File: config.mk
export PLATFORM = sky130hd
export DESIGN_NAME = status_privilege_control
export DESIGN_NICKNAME = d
export VERILOG_FILES = /design/src/rtl/status_pkg.sv /design/src/rtl/status_privilege_control.sv
export SDC_FILE = /design/constraint.sdc
export NUM_CORES = 1
export LEC_CHECK = 0
export BUFFER_PORTS_ARGS = -buffer_cell sky130_fd_sc_hd__buf_2
export CORE_ASPECT_RATIO = 1.4
export CORE_MARGIN = 2
export CORE_UTILIZATION = 45
export CTS_CLUSTER_SIZE = 24
export DETAILED_ROUTE_END_ITERATION = 16
export HOLD_SLACK_MARGIN = 0.1
export PLACE_DENSITY_LB_ADDON = 0.2
export SETUP_SLACK_MARGIN = 0.3
export SLEW_MARGIN = 40
export SYNTH_ARGS = -nofsm -noshare
export SYNTH_HDL_FRONTEND = slang
export SYNTH_SLANG_ARGS = --single-unit
File: constraint.sdc
create_clock -name clock -period 1.6 [get_ports clock]
set_input_delay 0.24 -clock clock [delete_from_list [all_inputs] [get_ports clock]]
set_output_delay 0.24 -clock clock [all_outputs]
set_load 0.05 [all_outputs]
File: src/rtl/status_pkg.sv
// package for the processor status/privilege register block
// assumes a single 250 MHz clock domain and a plain register port
package status_pkg;
    // ========================================
    // register map
    localparam logic [3:0] STATUS_ADDR = 4'h0;
    localparam logic [3:0] IRQ_STAT_ADDR = 4'h4;
    localparam logic [3:0] IRQ_MASK_ADDR = 4'h8;
    localparam logic [3:0] PEND_ADDR = 4'hC;
    // ========================================
    // status field positions
    localparam int IE_CUR_POS = 0;
    localparam int KU_CUR_POS = 1;
    localparam int IE_PREV_POS = 2;
    localparam int KU_PREV_POS = 3;
    localparam int IE_OLD_POS = 4;
    localparam int KU_OLD_POS = 5;
    localparam int MASK_LO_POS = 8;
    localparam int BOOT_VEC_POS = 22;
    localparam int TIMER_EN_POS = 27;
    localparam int CU0_POS = 28;
    // writable bits: stack, mask, boot vector, timer enable, cu0 only
    localparam logic [31:0] STATUS_WMASK = 32'h1840FF3F;
    localparam logic [31:0] STATUS_RESET = 32'h00400000;
    localparam logic [31:0] USER_SEG_BASE = 32'h80000000;
    // event bits of the interrupt status register
    localparam int EV_EXC = 0;
    localparam int EV_RET = 1;
    localparam int EV_CPU = 2;
    localparam int EV_ADE = 3;
    localparam int EV_NUM = 4;

    typedef struct packed {
        logic wr;
        logic rd;
        logic [3:0] addr;
        logic [31:0] wdata;
    } reg_req_t;

    typedef struct packed {
        logic cop_unusable;
        logic addr_error;
    } fault_t;
endpackage

File: src/rtl/status_privilege_control.sv
// status register, kernel/user + interrupt-enable stack, privilege checks
// assumes synchronous inputs, one clock, exception and return strobes one cycle
`timescale 1ns/1ps
// Behaviour
// - bit 0 enables interrupts; when clear nothing is accepted.
// - bit 1 is current mode: zero kernel, one user.
// - bits 2-3 previous pair, bits 4-5 old pair; three-slot stack.
// - push the stack on every exception taken.
// - push moves prev to old, cur to prev, clears cur pair.
// - pop on return: old to prev, prev to cur.
// - mask bits 8-15; line i accepted only with mask bit i set.
// - bit 22 selects bootstrap (1) or runtime (0) handlers.
// - bit 27 enables the local timer.
// - bits 28-31 coprocessor usable; only bit 0 writable, rest zero.
// - coprocessor op with clear usable bit raises coprocessor unusable.
// - kernel mode always may use the control coprocessor.
// - all status fields except fixed usable bits are read/write.
// - addresses below 0x80000000 accessible only in kernel mode.
// - addresses 0x80000000 upward accessible in both modes.
// - user access below 0x80000000 raises address error.
module status_privilege_control #(
    parameter int NUM_LINES = 8
) (
    // clock and reset
    input wire logic clock,
    input wire logic resetn,
    input wire logic clk_en,
    // register port
    input wire status_pkg::reg_req_t req,
    output logic [31:0] rdata,
    // processor events
    input wire logic exc_take,
    input wire logic exc_return,
    input wire logic [NUM_LINES-1:0] irq_lines,
    input wire logic cop_access,
    input wire logic [1:0] cop_num,
    input wire logic mem_access,
    input wire logic [31:0] mem_addr,
    // control outputs
    output logic irq_accept,
    output logic boot_vector_select,
    output logic local_timer_enable,
    output logic cur_kernel_user_mode,
    output status_pkg::fault_t fault,
    output logic irq
);
    import status_pkg::*;

    // ========================================
    // state
    logic [31:0] status_q, status_d;
    logic [EV_NUM-1:0] ev_q, ev_d, evmask_q, evmask_d;
    logic [31:0] rdata_d;
    logic accept_d, cpu_d, ade_d, irq_d;
    logic [NUM_LINES-1:0] masked;
    logic [KU_OLD_POS:IE_CUR_POS] stk;

    // per-line gating by the mask
    genvar gi;
    generate
        for (gi = 0; gi < NUM_LINES; gi++) begin : g_line
            assign masked[gi] = irq_lines[gi] & status_q[MASK_LO_POS + gi];
        end
    endgenerate

    // next status: software write first, then hardware push/pop on top
    always_comb begin
        status_d = status_q;
        if (req.wr && req.addr == STATUS_ADDR) begin
            status_d = req.wdata & STATUS_WMASK;
        end
        stk = status_d[KU_OLD_POS:IE_CUR_POS];
        if (exc_take) begin
            stk = {status_d[KU_PREV_POS], status_d[IE_PREV_POS],
                   status_d[KU_CUR_POS], status_d[IE_CUR_POS], 2'b00};
        end else if (exc_return) begin
            stk = {status_d[KU_OLD_POS], status_d[IE_OLD_POS],
                   status_d[KU_OLD_POS], status_d[IE_OLD_POS],
                   status_d[KU_PREV_POS], status_d[IE_PREV_POS]};
        end
        status_d[KU_OLD_POS:IE_CUR_POS] = stk;
    end

    // privilege checks and interrupt acceptance use the registered current slot
    always_comb begin
        accept_d = status_q[IE_CUR_POS] & (|masked);
        // kernel mode (bit clear) always owns coprocessor 0
        cpu_d = cop_access && !status_q[CU0_POS + 32'(cop_num)] &&
                !(cop_num == 2'h0 && !status_q[KU_CUR_POS]);
        ade_d = mem_access && status_q[KU_CUR_POS]
                && (mem_addr < USER_SEG_BASE);
    end

    // sticky events: set wins over write-one-to-clear
    always_comb begin
        ev_d = ev_q;
        evmask_d = evmask_q;
        if (req.wr && req.addr == IRQ_STAT_ADDR) begin
            ev_d = ev_q & ~req.wdata[EV_NUM-1:0];
        end
        if (req.wr && req.addr == IRQ_MASK_ADDR) begin
            evmask_d = req.wdata[EV_NUM-1:0];
        end
        ev_d[EV_EXC] = ev_d[EV_EXC] | exc_take;
        ev_d[EV_RET] = ev_d[EV_RET] | exc_return;
        ev_d[EV_CPU] = ev_d[EV_CPU] | cpu_d;
        ev_d[EV_ADE] = ev_d[EV_ADE] | ade_d;
        irq_d = |(ev_d & evmask_d);
    end

    // read mux; unmapped addresses read zero
    always_comb begin
        rdata_d = 32'h00000000;
        if (req.rd) begin
            case (req.addr)
                STATUS_ADDR: rdata_d = status_q;
                IRQ_STAT_ADDR: rdata_d = {{(32-EV_NUM){1'b0}}, ev_q};
                IRQ_MASK_ADDR: rdata_d = {{(32-EV_NUM){1'b0}}, evmask_q};
                PEND_ADDR: rdata_d = {{(32-NUM_LINES){1'b0}}, masked};
                default: rdata_d = 32'h00000000;
            endcase
        end
    end

    // status word and its mirrors; the mirrors load the next value, not the
    // registered one, so they never trail what software reads back
    always_ff @(posedge clock or negedge resetn) begin
        if (!resetn) begin
            status_q <= STATUS_RESET;
            boot_vector_select <= STATUS_RESET[BOOT_VEC_POS];
            local_timer_enable <= STATUS_RESET[TIMER_EN_POS];
            cur_kernel_user_mode <= STATUS_RESET[KU_CUR_POS];
        end else if (clk_en) begin
            status_q <= status_d;
            boot_vector_select <= status_d[BOOT_VEC_POS];
            local_timer_enable <= status_d[TIMER_EN_POS];
            cur_kernel_user_mode <= status_d[KU_CUR_POS];
        end
    end

    // sticky events, their mask and the level interrupt
    always_ff @(posedge clock or negedge resetn) begin
        if (!resetn) begin
            ev_q <= '0;
            evmask_q <= '0;
            irq <= 1'b0;
        end else if (clk_en) begin
            ev_q <= ev_d;
            evmask_q <= evmask_d;
            irq <= irq_d;
        end
    end

    // read data and per-cycle verdicts; a low clock enable holds them as well
    always_ff @(posedge clock or negedge resetn) begin
        if (!resetn) begin
            rdata <= 32'h00000000;
            irq_accept <= 1'b0;
            fault <= '0;
        end else if (clk_en) begin
            rdata <= rdata_d;
            irq_accept <= accept_d;
            fault.cop_unusable <= cpu_d;
            fault.addr_error <= ade_d;
        end
    end
endmodule // status_privilege_control

==> tab_implementation.tex <==
\begin{tabular}{lr}
\hline
Metric & Value \\
\hline
\multicolumn{2}{l}{\textbf{STA}} \\
\quad Final hold violation count & 0 \\
\quad Highest clock frequency the design can meet & just over 700 MHz \\
\quad Worst Hold Slack & about 160 ps \\
\quad Shortest clock period the worst path allows after layout & 1400 ps \\
\quad Worst Max-Slew Pin Slew & 568 ps \\
\quad Relative slew slack & 62.1\% \\
\quad Setup repair after global routing missed its margin & yes \\
\quad Count of final max-slew check failures & 0 \\
\quad Largest clock skew in the final design & 6.78 ps \\
\quad Final setup violating endpoints & 0 \\
\quad Share of the cycle needed by the critical path after routing & 87.3\% \\
\multicolumn{2}{l}{\textbf{Detailed routing}} \\
\quad Vias & a little under 2000 \\
\quad Per-cell routed wire length & 15.9 microns \\
\quad Violation count after the first detailed-route iteration & 64 \\
\quad Number of routed nets with antenna violations & 0 \\
\quad Final WL & about 5.8 mm \\
\quad DR vias/cell & 5.38 \\
\quad DRC errors left & 0 \\
\quad Number of iterations in the first detailed-routing pass & 4 \\
\multicolumn{2}{l}{\textbf{Power and ir drop}} \\
\quad Proportion of total power due to net switching & 32.8\% \\
\quad Fraction of power consumed by the clock network & 25.0\% \\
\quad Internal power contribution & 0.00193 W \\
\quad Combinational cell fraction of total power & 24.9\% \\
\quad Power Total & 0.00286 W \\
\quad Switching pwr & between 0.0009 and 0.001 W \\
\quad Leakage power figure & 1.51 nW \\
\quad Peak VDD IR & 0.549 mV \\
\quad Pwr per Cell Area & 941 nW/um\^{}2 \\
\quad Share of power burned in registers & 50.0\% \\
\multicolumn{2}{l}{\textbf{Placement}} \\
\quad Final Wtd Congestion & 0.811 \\
\quad Number of input and output port buffers inserted & 66 \\
\quad Placed wire-length estimate after detailed placement & approximately 4.3 mm \\
\quad Placed instance area & approximately 2800 sq um \\
\multicolumn{2}{l}{\textbf{Clock network}} \\
\quad Clock transition at path regs & $\sim$90 ps \\
\quad Clock latency on the worst-skew pair & 300 ps \\
\quad Number of H-tree levels & 2 \\
\quad Root buf cell & clkbuf\_8 \\
\quad Number of buffers inserted during clock tree synthesis & 5 \\
\quad Clock buffer depth & 2 \\
\quad Clock tree from TritonCTS & done \\
\quad CTS sink count & 48 \\
\multicolumn{2}{l}{\textbf{Die}} \\
\quad Site Rows & 31 \\
\quad Vert. Die Dim & 91.6 microns \\
\quad Boundary Pins & $\sim$130 \\
\quad Core outline area & between 5000 and 6000 sq um \\
\quad Initial core utilization & 47.1\% \\
\quad Area of the die & 6100 sq um \\
\quad Die width & 66.6 microns \\
\multicolumn{2}{l}{\textbf{Worst setup path}} \\
\quad Critical path buffer and inverter count & 1 \\
\quad Category of the worst setup path capture point & flip-flop \\
\quad Worst setup startpoint & req[32] \\
\quad Critical path class & in2reg \\
\quad Top cell family by delay on the critical path & simple AND/OR/NAND/NOR gates \\
\quad Req. time, crit path & 1790 ps \\
\quad Worst reg2reg setup slack & approximately 230 ps \\
\quad RR Startpoint & status\_q[1] \\
\quad Largest fanout on the critical path & 4 \\
\quad Critical-path top delay cell & mux4\_2 \\
\quad Crit path launch type & input pin \\
\quad Arrival time at the worst endpoint & 1590 ps \\
\quad Peak per-stage delay on the critical path & 510 ps \\
\quad Critical path, cell by cell & buf\_6 -> nor4b\_4 -> and2b\_2 -> mux4\_2 -> nor2\_1 -> o2bb2ai\_1 \\
\multicolumn{2}{l}{\textbf{Global routing}} \\
\quad Maximum number of pins on one net before global-route repair & 30 \\
\quad Via count of the first global-routing pass & between 1500 and 2000 \\
\quad Wire length of the first global-routing pass & roughly 9.4 mm \\
\quad Initial antenna violation count & 0 \\
\quad Congestion Overflow GR & 0 \\
\quad Total routing usage reported by global routing & 20.2\% \\
\multicolumn{2}{l}{\textbf{Synthesis}} \\
\quad Synthesized flop and latch total & 48 \\
\quad Count of cell types in the netlist & 42 \\
\quad Post-synthesis instance area & 2470 sq um \\
\quad Number of standard cells after synthesis & 221 \\
\quad Seq/Total Area, Yosys & 48.7\% \\
\quad Share of the synthesized area in the top cell type & 47.6\% \\
\quad Yosys top cell by area & dfrtp\_1 \\
\quad Yosys warnings & 0 \\
\quad Cells taking the most area after synthesis & dfrtp\_1 48\%, mux2\_2 7.3\%, a22o\_1 5.7\% \\
\quad Synthesized area per cell & 11.2 sq um \\
\multicolumn{2}{l}{\textbf{Final layout}} \\
\quad Number of nets in the finished design & 386 \\
\quad \# diodes & 0 \\
\quad Fraction of final layout cells sized beyond drive strength 1 & 41.3\% \\
\quad Area of all placed cells without fillers & between 3000 and 4000 sq um \\
\quad Growth of design area from synthesis to finish & 23.3\% \\
\multicolumn{2}{l}{\textbf{Worst hold path}} \\
\quad Worst hold path class & in2reg \\
\quad Launch instance of the worst min-delay path & req[28] \\
\multicolumn{2}{l}{\textbf{Status}} \\
\quad Status & completed \\
\multicolumn{2}{l}{\textbf{Job}} \\
\quad Number of violations of the max-capacitance limit & 0 \\
\hline
\end{tabular}
## registers in the layout, summed over array words and instances (netlist names)
name,cells
rdata,19
status_q,16
ev_q,4
evmask_q,4
fault,2
irq,1
irq_accept,1
local_timer_enable,1
## stage by stage
step / worst slack [ps] / TNS [ps] / std cells / util (%)
floorplan: -5.01 / -5.01 / 233 / -
global placement: -168 / -1550 / 352 / 54.4
global route: 133 / 0 / 366 / 58.1
finish: 203 / 0 / 366 / 58.1
detailed placement: -200 / -2040 / 352 / 54.4
CTS: 164 / 0 / 364 / 57.6
## cell families (layout without fill, tap and decap cells)
logic type | Yosys count | after routing | synth area share (%)
compound gates | 56 | 56 | 16.9
simple gates | 53 | 53 | 11.2
flops | 48 | 48 | 48.7
buf+inv | 33 | 100 | 8.92
mux | 30 | 30 | 14.1
other cells | 1 | 13 | 0.152
## synthesized netlist by cell type, drive strengths merged
library cell   n
buf           21
nand3         12
a22oi          1
and2b          1
mux2i         12
a21o           2
conb           1
a21boi         1
clkbuf         5
and3b          1
a21oi          9
or2            1
a22o          16
nand4          1
nor3           2
mux2          16
mux4           2
o21ai          9
nand4b         1
nor2b          2
nor3b          1
o32a           1
and2           1
o31a           1
inv            7
a311o          1
a221oi         1
nand2         13
a31oi          1
nor2          16
o21a           1
dfstp          1
dfrtp         47
o2bb2ai       10
nor4b          1
o22a           2
## cell type report
class                   instances  area [sq um]
fillers                       476          2190
repair buffers                 85           510
clock buffers                   6          72.6
well taps                      66          82.6
clock inverters                 2          12.5
inverters                       7          26.3
flip-flops and latches         48          1200
multi-input cells             152          1140
## power groups by stage
stage / Clock, W / Combinational [W] / Sequential, W
3_5_place_dp: 0 / 0.000663 / 0.00146
2_1_floorplan: 0 / 0.000379 / 0.00155
4_1_cts: 0.000739 / 0.000711 / 0.00143
3_3_place_gp: 0 / 0.000653 / 0.00145
6_report: 0.000717 / 0.000714 / 0.00143
5_1_grt: 0.000771 / 0.000778 / 0.00145
## layout by cell type (no fill, tap or decap), types with 5 or more instances in the layout
cell	count
a21oi_1	8
buf_4	16
dfrtp_1	46
inv_1	7
mux2_2	16
a22o_1	16
conb_1	13
clkbuf_8	5
o21ai_0	8
mux2i_1	9
nand2_1	12
nand3_1	11
nor2_1	16
buf_2	63
o2bb2ai_1	10
## worst register-to-register path, cell delays in order, from the launching register on
cell and delay, ps:
dfrtp_2 460, nor2b_1 150, o31a_1 280, a21oi_2 130, o32a_1 150, a31oi_1 80
## metal layers
metal	vias to the layer above	wire length, microns	GRT usage (%)
li1	923	-	-
met1	945	2400	25.2
met2	89	2810	33.1
met3	13	459	4.91
met4	0	155	7.99
met5	-	0	0
## timing repair
action,4_1_cts,5_1_grt
gates resized for setup,13,3
cloned,0,0
pin swaps,5,3
hold endpoints to repair,21,0
setup endpoints to repair,20,28
hold buffers,1,0
setup buffers,3,2
## final timing paths
| check | to | cells after the start |
|---|---|---|
| worst max-delay path | status_q[3] | 6 |
| worst min-delay path | status_q[28] | 2 |
| worst max register to register | irq | 5 |
| worst min register to register | rdata[6] | 1 |
| max in group asynchronous | rdata[9] | 3 |
| min in group asynchronous | status_q[1] | 2 |
No activity file was read; power rests on OpenSTA's default activity.
